--- src/stc_pkg.sv ---
// constants for the termination calibration register bank
package stc_pkg;
    // ----------------------------------------
    // bus widths
    // ----------------------------------------
    localparam int ADDR_W = 12;
    localparam int DATA_W = 8;
    localparam int CODE_W = 4;
    localparam int FORCE_W = 3;
    localparam int LANES = 8;
    localparam int TRIM_LANES = 2;

    // ----------------------------------------
    // register offsets
    // ----------------------------------------
    localparam logic [ADDR_W-1:0] OFS_BLK1_TRIGGER = 12'h2a7;
    localparam logic [ADDR_W-1:0] OFS_BLK1_OVERRIDE = 12'h2a8;
    localparam logic [ADDR_W-1:0] OFS_BLK1_READBACK = 12'h2ac;
    localparam logic [ADDR_W-1:0] OFS_BLK2_TRIGGER = 12'h2ae;
    localparam logic [ADDR_W-1:0] OFS_BLK2_OVERRIDE = 12'h2af;
    localparam logic [ADDR_W-1:0] OFS_BLK2_READBACK = 12'h2b3;
    localparam logic [ADDR_W-1:0] OFS_LANE0_TRIM = 12'h2bb;
    localparam logic [ADDR_W-1:0] OFS_LANE1_TRIM = 12'h2bc;

    // ----------------------------------------
    // field positions and reset values
    // ----------------------------------------
    localparam int TRIG_BIT = 0;
    localparam int OVR_EN_BIT = 4;
    localparam int OVR_CODE_LSB = 1;
    localparam int TRIM_SIGN_BIT = 3;
    localparam int TRIM_MAG_W = 3;
    localparam logic [DATA_W-1:0] RST_BYTE = 8'h00;
    localparam logic [CODE_W-1:0] RST_CODE = 4'h0;
    localparam logic [CODE_W-1:0] CODE_MAX = 4'hf;
    localparam logic [CODE_W-1:0] CODE_MIN = 4'h0;
    // lanes served by the first block, one bit per lane
    localparam logic [LANES-1:0] BLK1_LANES = 8'hc3;
endpackage

--- src/stc_trim_if.sv ---
// carrier between the bank and a lane trim calculator
`timescale 1ns/1ps
`default_nettype none
interface stc_trim_if;
    import stc_pkg::*;
    logic [CODE_W-1:0] base;
    logic [CODE_W-1:0] trim;
    logic [CODE_W-1:0] result;
    modport bank (output base, output trim, input result);
    modport calc (input base, input trim, output result);
endinterface
`default_nettype wire

--- src/stc_term_cal_regs.sv ---
// register bank for receiver termination calibration of two lane blocks
// ----------------------------------------
// How it works
// - writing trigger bit 0->1 in block two starts its calibration run
// - writing trigger bit 0->1 in block one starts its calibration run
// - override bit 4 clear uses the calibrated code, other bits ignored
// - override bit 4 set forces bits 3..1 as the termination code
// - block one override governs lanes 0, 1, 6 and 7
// - block two override governs lanes 2, 3, 4 and 5
// - block one readback shows calibrated code in bits 3..0, upper zero
// - block two readback shows calibrated code in bits 3..0
// - lane trim is signed magnitude, bit 3 sign, bits 2..0 amount
// - lane 0 trim sits in its own register and only trims lane 0
// - lane 1 trim sits in its own register and only trims lane 1
// ----------------------------------------
`timescale 1ns/1ps
`default_nettype none
module stc_term_cal_regs (
    // clock and reset of the configuration port
    input wire logic clock,
    input wire logic rst,
    // decoded configuration port access
    input wire logic [stc_pkg::ADDR_W-1:0] reg_addr,
    input wire logic reg_wr,
    input wire logic [stc_pkg::DATA_W-1:0] reg_wdata,
    input wire logic reg_rd,
    output logic [stc_pkg::DATA_W-1:0] reg_rdata,
    // calibration engine, block one
    output logic grp1_cal_kick,
    input wire logic grp1_cal_done,
    input wire logic [stc_pkg::CODE_W-1:0] grp1_cal_result,
    // calibration engine, block two
    output logic grp2_cal_kick,
    input wire logic grp2_cal_done,
    input wire logic [stc_pkg::CODE_W-1:0] grp2_cal_result,
    // termination code per lane, lane n in bits 4n+3..4n
    output logic [stc_pkg::LANES*stc_pkg::CODE_W-1:0] lane_term
);
    import stc_pkg::*;

    // ----------------------------------------
    // state
    // ----------------------------------------
    typedef struct packed {
        logic trig1;
        logic trig2;
        logic [DATA_W-1:0] grp1_resistor_override;
        logic [DATA_W-1:0] grp2_resistor_override;
        logic [CODE_W-1:0] rb1;
        logic [CODE_W-1:0] rb2;
        logic [CODE_W-1:0] trim0;
        logic [CODE_W-1:0] trim1;
        logic kick1;
        logic kick2;
        logic [DATA_W-1:0] rdata;
        logic [LANES*CODE_W-1:0] term;
    } stc_state_t;

    localparam stc_state_t STATE_RST = '{
        trig1: 1'b0,
        trig2: 1'b0,
        grp1_resistor_override: RST_BYTE,
        grp2_resistor_override: RST_BYTE,
        rb1: RST_CODE,
        rb2: RST_CODE,
        trim0: RST_CODE,
        trim1: RST_CODE,
        kick1: 1'b0,
        kick2: 1'b0,
        rdata: RST_BYTE,
        term: '0
    };

    stc_state_t st_r;
    stc_state_t st_nxt;

    // ----------------------------------------
    // helpers
    // ----------------------------------------
    // override decode, used for both blocks
    function automatic logic [CODE_W-1:0] block_code(
        input logic [DATA_W-1:0] ovr,
        input logic [CODE_W-1:0] cal
    );
        logic [CODE_W-1:0] forced;
        forced = {1'b0, ovr[OVR_CODE_LSB +: FORCE_W]};
        block_code = ovr[OVR_EN_BIT] ? forced : cal;
    endfunction

    function automatic logic [DATA_W-1:0] pad_code(input logic [CODE_W-1:0] c);
        pad_code = {{(DATA_W-CODE_W){1'b0}}, c};
    endfunction

    // ----------------------------------------
    // block codes and lane trims
    // ----------------------------------------
    logic [CODE_W-1:0] blk1_code;
    logic [CODE_W-1:0] blk2_code;
    logic [LANES*CODE_W-1:0] term_calc;
    logic wr_trig1;
    logic wr_trig2;

    assign blk1_code = block_code(st_r.grp1_resistor_override, st_r.rb1);
    assign blk2_code = block_code(st_r.grp2_resistor_override, st_r.rb2);

    // only lanes 0 and 1 carry trim registers, the rest take the plain block code
    stc_trim_if trim_bus [TRIM_LANES] ();

    genvar gi;
    generate
        for (gi = 0; gi < LANES; gi++) begin : g_lane
            if (gi < TRIM_LANES) begin : g_trim
                assign trim_bus[gi].base = BLK1_LANES[gi] ? blk1_code : blk2_code;
                assign trim_bus[gi].trim = (gi == 0) ? st_r.trim0 : st_r.trim1;
                stc_lane_trim u_trim (
                    .t(trim_bus[gi])
                );
                assign term_calc[gi*CODE_W +: CODE_W] = trim_bus[gi].result;
            end else begin : g_plain
                assign term_calc[gi*CODE_W +: CODE_W] =
                    BLK1_LANES[gi] ? blk1_code : blk2_code;
            end
        end
    endgenerate

    assign wr_trig1 = reg_wr && (reg_addr == OFS_BLK1_TRIGGER);
    assign wr_trig2 = reg_wr && (reg_addr == OFS_BLK2_TRIGGER);

    // ----------------------------------------
    // next state
    // ----------------------------------------
    always_comb begin
        st_nxt = st_r;
        st_nxt.kick1 = 1'b0;
        st_nxt.kick2 = 1'b0;
        // lane codes registered so the analog side never sees decode glitches
        st_nxt.term = term_calc;
        if (wr_trig1) begin
            st_nxt.trig1 = reg_wdata[TRIG_BIT];
            st_nxt.kick1 = reg_wdata[TRIG_BIT] && !st_r.trig1;
        end
        if (wr_trig2) begin
            st_nxt.trig2 = reg_wdata[TRIG_BIT];
            st_nxt.kick2 = reg_wdata[TRIG_BIT] && !st_r.trig2;
        end
        if (reg_wr) begin
            unique case (reg_addr)
                OFS_BLK1_OVERRIDE: st_nxt.grp1_resistor_override = reg_wdata;
                OFS_BLK2_OVERRIDE: st_nxt.grp2_resistor_override = reg_wdata;
                OFS_LANE0_TRIM: st_nxt.trim0 = reg_wdata[CODE_W-1:0];
                OFS_LANE1_TRIM: st_nxt.trim1 = reg_wdata[CODE_W-1:0];
                default: ;
            endcase
        end
        // readback follows the engine, writes to it are dropped
        if (grp1_cal_done) begin
            st_nxt.rb1 = grp1_cal_result;
        end
        if (grp2_cal_done) begin
            st_nxt.rb2 = grp2_cal_result;
        end
        if (reg_rd) begin
            unique case (reg_addr)
                OFS_BLK1_TRIGGER: st_nxt.rdata = pad_code({3'h0, st_r.trig1});
                OFS_BLK1_OVERRIDE: st_nxt.rdata = st_r.grp1_resistor_override;
                OFS_BLK1_READBACK: st_nxt.rdata = pad_code(st_r.rb1);
                OFS_BLK2_TRIGGER: st_nxt.rdata = pad_code({3'h0, st_r.trig2});
                OFS_BLK2_OVERRIDE: st_nxt.rdata = st_r.grp2_resistor_override;
                OFS_BLK2_READBACK: st_nxt.rdata = pad_code(st_r.rb2);
                OFS_LANE0_TRIM: st_nxt.rdata = pad_code(st_r.trim0);
                OFS_LANE1_TRIM: st_nxt.rdata = pad_code(st_r.trim1);
                default: st_nxt.rdata = RST_BYTE;
            endcase
        end
    end

    always_ff @(posedge clock or posedge rst) begin
        if (rst) begin
            st_r <= STATE_RST;
        end else begin
            st_r <= st_nxt;
        end
    end

    // ----------------------------------------
    // outputs
    // ----------------------------------------
    assign reg_rdata = st_r.rdata;
    assign grp1_cal_kick = st_r.kick1;
    assign grp2_cal_kick = st_r.kick2;
    assign lane_term = st_r.term;
endmodule // stc_term_cal_regs
`default_nettype wire

--- src/stc_lane_trim.sv ---
// signed-magnitude trim of one lane's termination code, clamped
`timescale 1ns/1ps
`default_nettype none
module stc_lane_trim (
    // trim values in, trimmed code out
    stc_trim_if.calc t
);
    import stc_pkg::*;

    logic [CODE_W:0] sum;
    logic [CODE_W-1:0] mag;

    always_comb begin
        mag = {1'b0, t.trim[TRIM_MAG_W-1:0]};
        sum = {1'b0, t.base} + {1'b0, mag};
        if (t.trim[TRIM_SIGN_BIT]) begin
            t.result = (mag > t.base) ? CODE_MIN : t.base - mag;
        end else begin
            t.result = sum[CODE_W] ? CODE_MAX : sum[CODE_W-1:0];
        end
    end
endmodule // stc_lane_trim
`default_nettype wire

--- config.mk ---
export PLATFORM = sky130hd
export DESIGN_NAME = stc_term_cal_regs
export DESIGN_NICKNAME = d
export VERILOG_FILES = /design/src/stc_pkg.sv /design/src/stc_trim_if.sv /design/src/stc_term_cal_regs.sv /design/src/stc_lane_trim.sv
export SDC_FILE = /design/constraint.sdc
export NUM_CORES = 1
export LEC_CHECK = 0
export BUFFER_PORTS_ARGS = -buffer_cell sky130_fd_sc_hd__buf_2
export CAP_MARGIN = 15
export CORE_AREA = 2 2 80 82
export DETAILED_ROUTE_END_ITERATION = 10
export DIE_AREA = 0 0 82 84
export GPL_TIMING_DRIVEN = 0
export PLACE_DENSITY = 0.84
export SLEW_MARGIN = 5
export SYNTH_ARGS = -nofsm -noshare
export SYNTH_HDL_FRONTEND = slang
export SYNTH_SLANG_ARGS = --single-unit
export TNS_END_PERCENT = 10
--- constraint.sdc ---
create_clock -name clock -period 3.75 [get_ports clock]
set_input_delay 1.125 -clock clock [delete_from_list [all_inputs] [get_ports clock]]
set_output_delay 1.125 -clock clock [all_outputs]
set_load 0.03 [all_outputs]
==> results.json <==
{
  "synth_warnings": 0,
  "cpMostUsedCell": "a22oi_1",
  "dr.pass1.iters": 4,
  "wl_um": 7360,
  "power_density_nw_per_um2": 383,
  "required_ns": 4.00,
  "status": "finished clean",
  "drt-vias-per-instance": 5.44,
  "die_area_um2": 6890,
  "place_hpwl_um": 5510,
  "end_kind": "flip-flop",
  "total_power_mw": 1.59,
  "grtUsageTotal_pct": 22.1,
  "hold_viol_final": 0,
  "seqCellArea_um2": 1500,
  "crit_path_cell_trace": "clkbuf_2 -> mux2i_1 -> inv_1 -> ha_1 -> nor2b_1 -> or4_1 -> o21ai_0 -> a22oi_1 -> a22oi_1",
  "synth_enable_flop_cells": 0,
  "max_cap_violations": 0,
  "clock_latency_ns": 0.34,
  "clock-root-buffer": "clkbuf_8",
  "antenna_cells": 0,
  "post_cts_buffers": 0,
  "htree_num_levels": 3,
  "crit_fanout": 6,
  "rsz0062_at_grt": "false",
  "startpoint_type": "flip-flop",
  "yosysTopAreaCell": "dfrtp_1",
  "syn_to_final_growth_pct": 19.4,
  "fill_cells": 458,
  "ys_top_cells_by_count": "60 x dfrtp_1, 40 x buf_4, 40 x mux2_2, 16 x a22o_1, 16 x nor2_1",
  "initial_core_util_pct": 57.2,
  "worst_hold_slack_ns": 0.475,
  "period_share_pct": 77.3,
  "yosysSeqAreaShare_pct": 43.1,
  "slew_viol_final": 0,
  "finalSetupViolations": 0,
  "portBuffers": 72,
  "cts.sink_count": 60,
  "setup_tns_ns": 0,
  "die-width_um": 82,
  "die_h_um": 84,
  "max_clock_freq_ghz": 0.345,
  "ios": 76,
  "crit_type": "reg -> reg",
  "critical-path-slowest-cell": "mux2i_1",
  "leakagePower_nw": 2.08,
  "final_cells": 474,
  "num_vias": 2577,
  "cts_buffers": 9,
  "multiInputGateArea_um2": 1580,
  "path_clk_slew_ns": 0.07,
  "cts_resized": 0,
  "core-area_um2": 6100,
  "utilization_pct": 68.3,
  "antenna_left": 0,
  "hold_path.class": "reg -> reg",
  "cts_tree": "built",
  "syn_area_um2": 3490,
  "synth_flop_cell": "dfrtp_1",
  "cpLargestDelayFamily": "multiplexers",
  "antenna_found_initial": 0,
  "drc": 0,
  "fin_crit_ns": 2.90,
  "syn_area_per_cell_um2": 11.3,
  "ys_top_cells_by_area": "dfrtp_1 43%, mux2_2 13%, buf_4 8.6%",
  "crit_arrival_ns": 3.15,
  "post-synth-top-count-cell": "dfrtp_1",
  "yosysTopAreaCellShare_pct": 43.1,
  "wl_met3_um": 368,
  "syn_nets": 359,
  "layout-drive-gt1-share_pct": 45.6,
  "relSlewSlack_pct": 45.4,
  "wl_per_cell_um": 15.5,
  "grt_pass1_wl_um": 11600,
  "slowest_delay_ns": 0.70,
  "synth_cell_types": 49,
  "ys_ff_latch": 60,
  "grt_max_degree": 44,
  "gp_congestion": 0.884,
  "grt-ovfl-total": 0,
  "num-nets-final": 443,
  "peakVddDrop_v": 0.000224,
  "async_reset_ff_share_pct": 100,
  "clk_path_buf_depth": 2,
  "post-place-cells": 459,
  "synthCells": 309,
  "top_layer_used": "met4",
  "met2_length_um": 3610,
  "initialDrtViolationCount": 140,
  "fin_skew_ns": 0.00603,
  "tightest_slew_ns": 0.796,
  "rows": 29,
  "worst-path-buf-inv": 2,
  "grt_pass1_vias": 2469,
  "met1_length_um": 3260,
  "hold_buffers": 0
}
metal layers:
metal,vias up,global-route usage (%)
li1,1246,-
met1,1236,29.3
met2,82,35.4
met3,13,4.44
met5,-,0
met4,0,8.18
per-stage QoR:
step / setup slack [ns] / cell area, µm²
2_1_floorplan: 1.14 / 3490
3_3_place_gp: 0.535 / 3940
3_5_place_dp: 0.847 / 3960
4_1_cts: 0.835 / 4160
5_1_grt: 0.612 / 4160
6_report: 0.850 / 4160
cells in the final DEF (no fill, tap or decap), types with 2 or more instances in the layout:
| cell | instances |
|---|---|
| a21oi_1 | 6 |
| a22o_1 | 16 |
| a22oi_1 | 5 |
| a32o_1 | 2 |
| buf_12 | 2 |
| buf_2 | 73 |
| buf_4 | 40 |
| clkbuf_1 | 5 |
| clkbuf_2 | 2 |
| clkbuf_8 | 11 |
| clkinv_2 | 2 |
| dfrtp_1 | 60 |
| fa_1 | 4 |
| ha_1 | 12 |
| inv_1 | 11 |
| mux2_2 | 40 |
| mux2i_1 | 5 |
| nand2_1 | 13 |
| nand3_1 | 7 |
| nand4_1 | 3 |
| nand4_4 | 2 |
| nor2_1 | 16 |
| nor2b_1 | 8 |
| nor3_1 | 5 |
| nor3b_1 | 4 |
| o21a_1 | 4 |
| o21ai_0 | 11 |
| or4_1 | 2 |
layout make-up:
type,count,share of cell area (%)
buffer,50,8.60
clock buffer,11,3.64
clock inverter,4,1.17
inverter,12,1.08
tap,77,2.31
timing repair buffer,73,9.14
multi-input combinational,187,38.0
sequential,60,36.1
power by group:
group	leakage, nW	total, mW	internal, mW	switching (mW)
sequential	0.779	0.698	0.677	0.0215
clock	0.105	0.586	0.338	0.248
combinational	1.20	0.310	0.127	0.182
logic make-up after synthesis:
kind of cell             count (synthesis)  synth area share [%]
AO/OA/AOI/OAI                           52                  10.8
multiplexers                            45                  14.4
buffers and inverters                   62                  11.6
adder cells (fa/ha/maj)                 16                  6.60
flip-flops                              60                  43.1
AND/OR/NAND/NOR                         72                  13.1
XOR/XNOR                                 2                 0.503
flip-flops by register name, indices dropped and copies added (netlist names):
register       cells
grp1_cal_kick      1
grp2_cal_kick      1
lane_term         16
reg_rdata          8
st_r              26
trim_bus.trim      8
worst paths after layout:
kind | to | startpoint | slack, ns | depth (start not counted)
min in group asynchronous | lane_term[2] | rst | 0.77 | 2
setup / recovery | lane_term[7] | st_r[70] | 0.85 | 9
hold / removal | grp2_cal_kick | st_r[74] | 0.48 | 1
max in group asynchronous | st_r[52] | rst | 2.41 | 3
hold reg to reg | grp2_cal_kick | st_r[74] | 0.48 | 1
setup reg to reg | lane_term[7] | st_r[70] | 0.85 | 9
(Power assumes the default switching activity.)
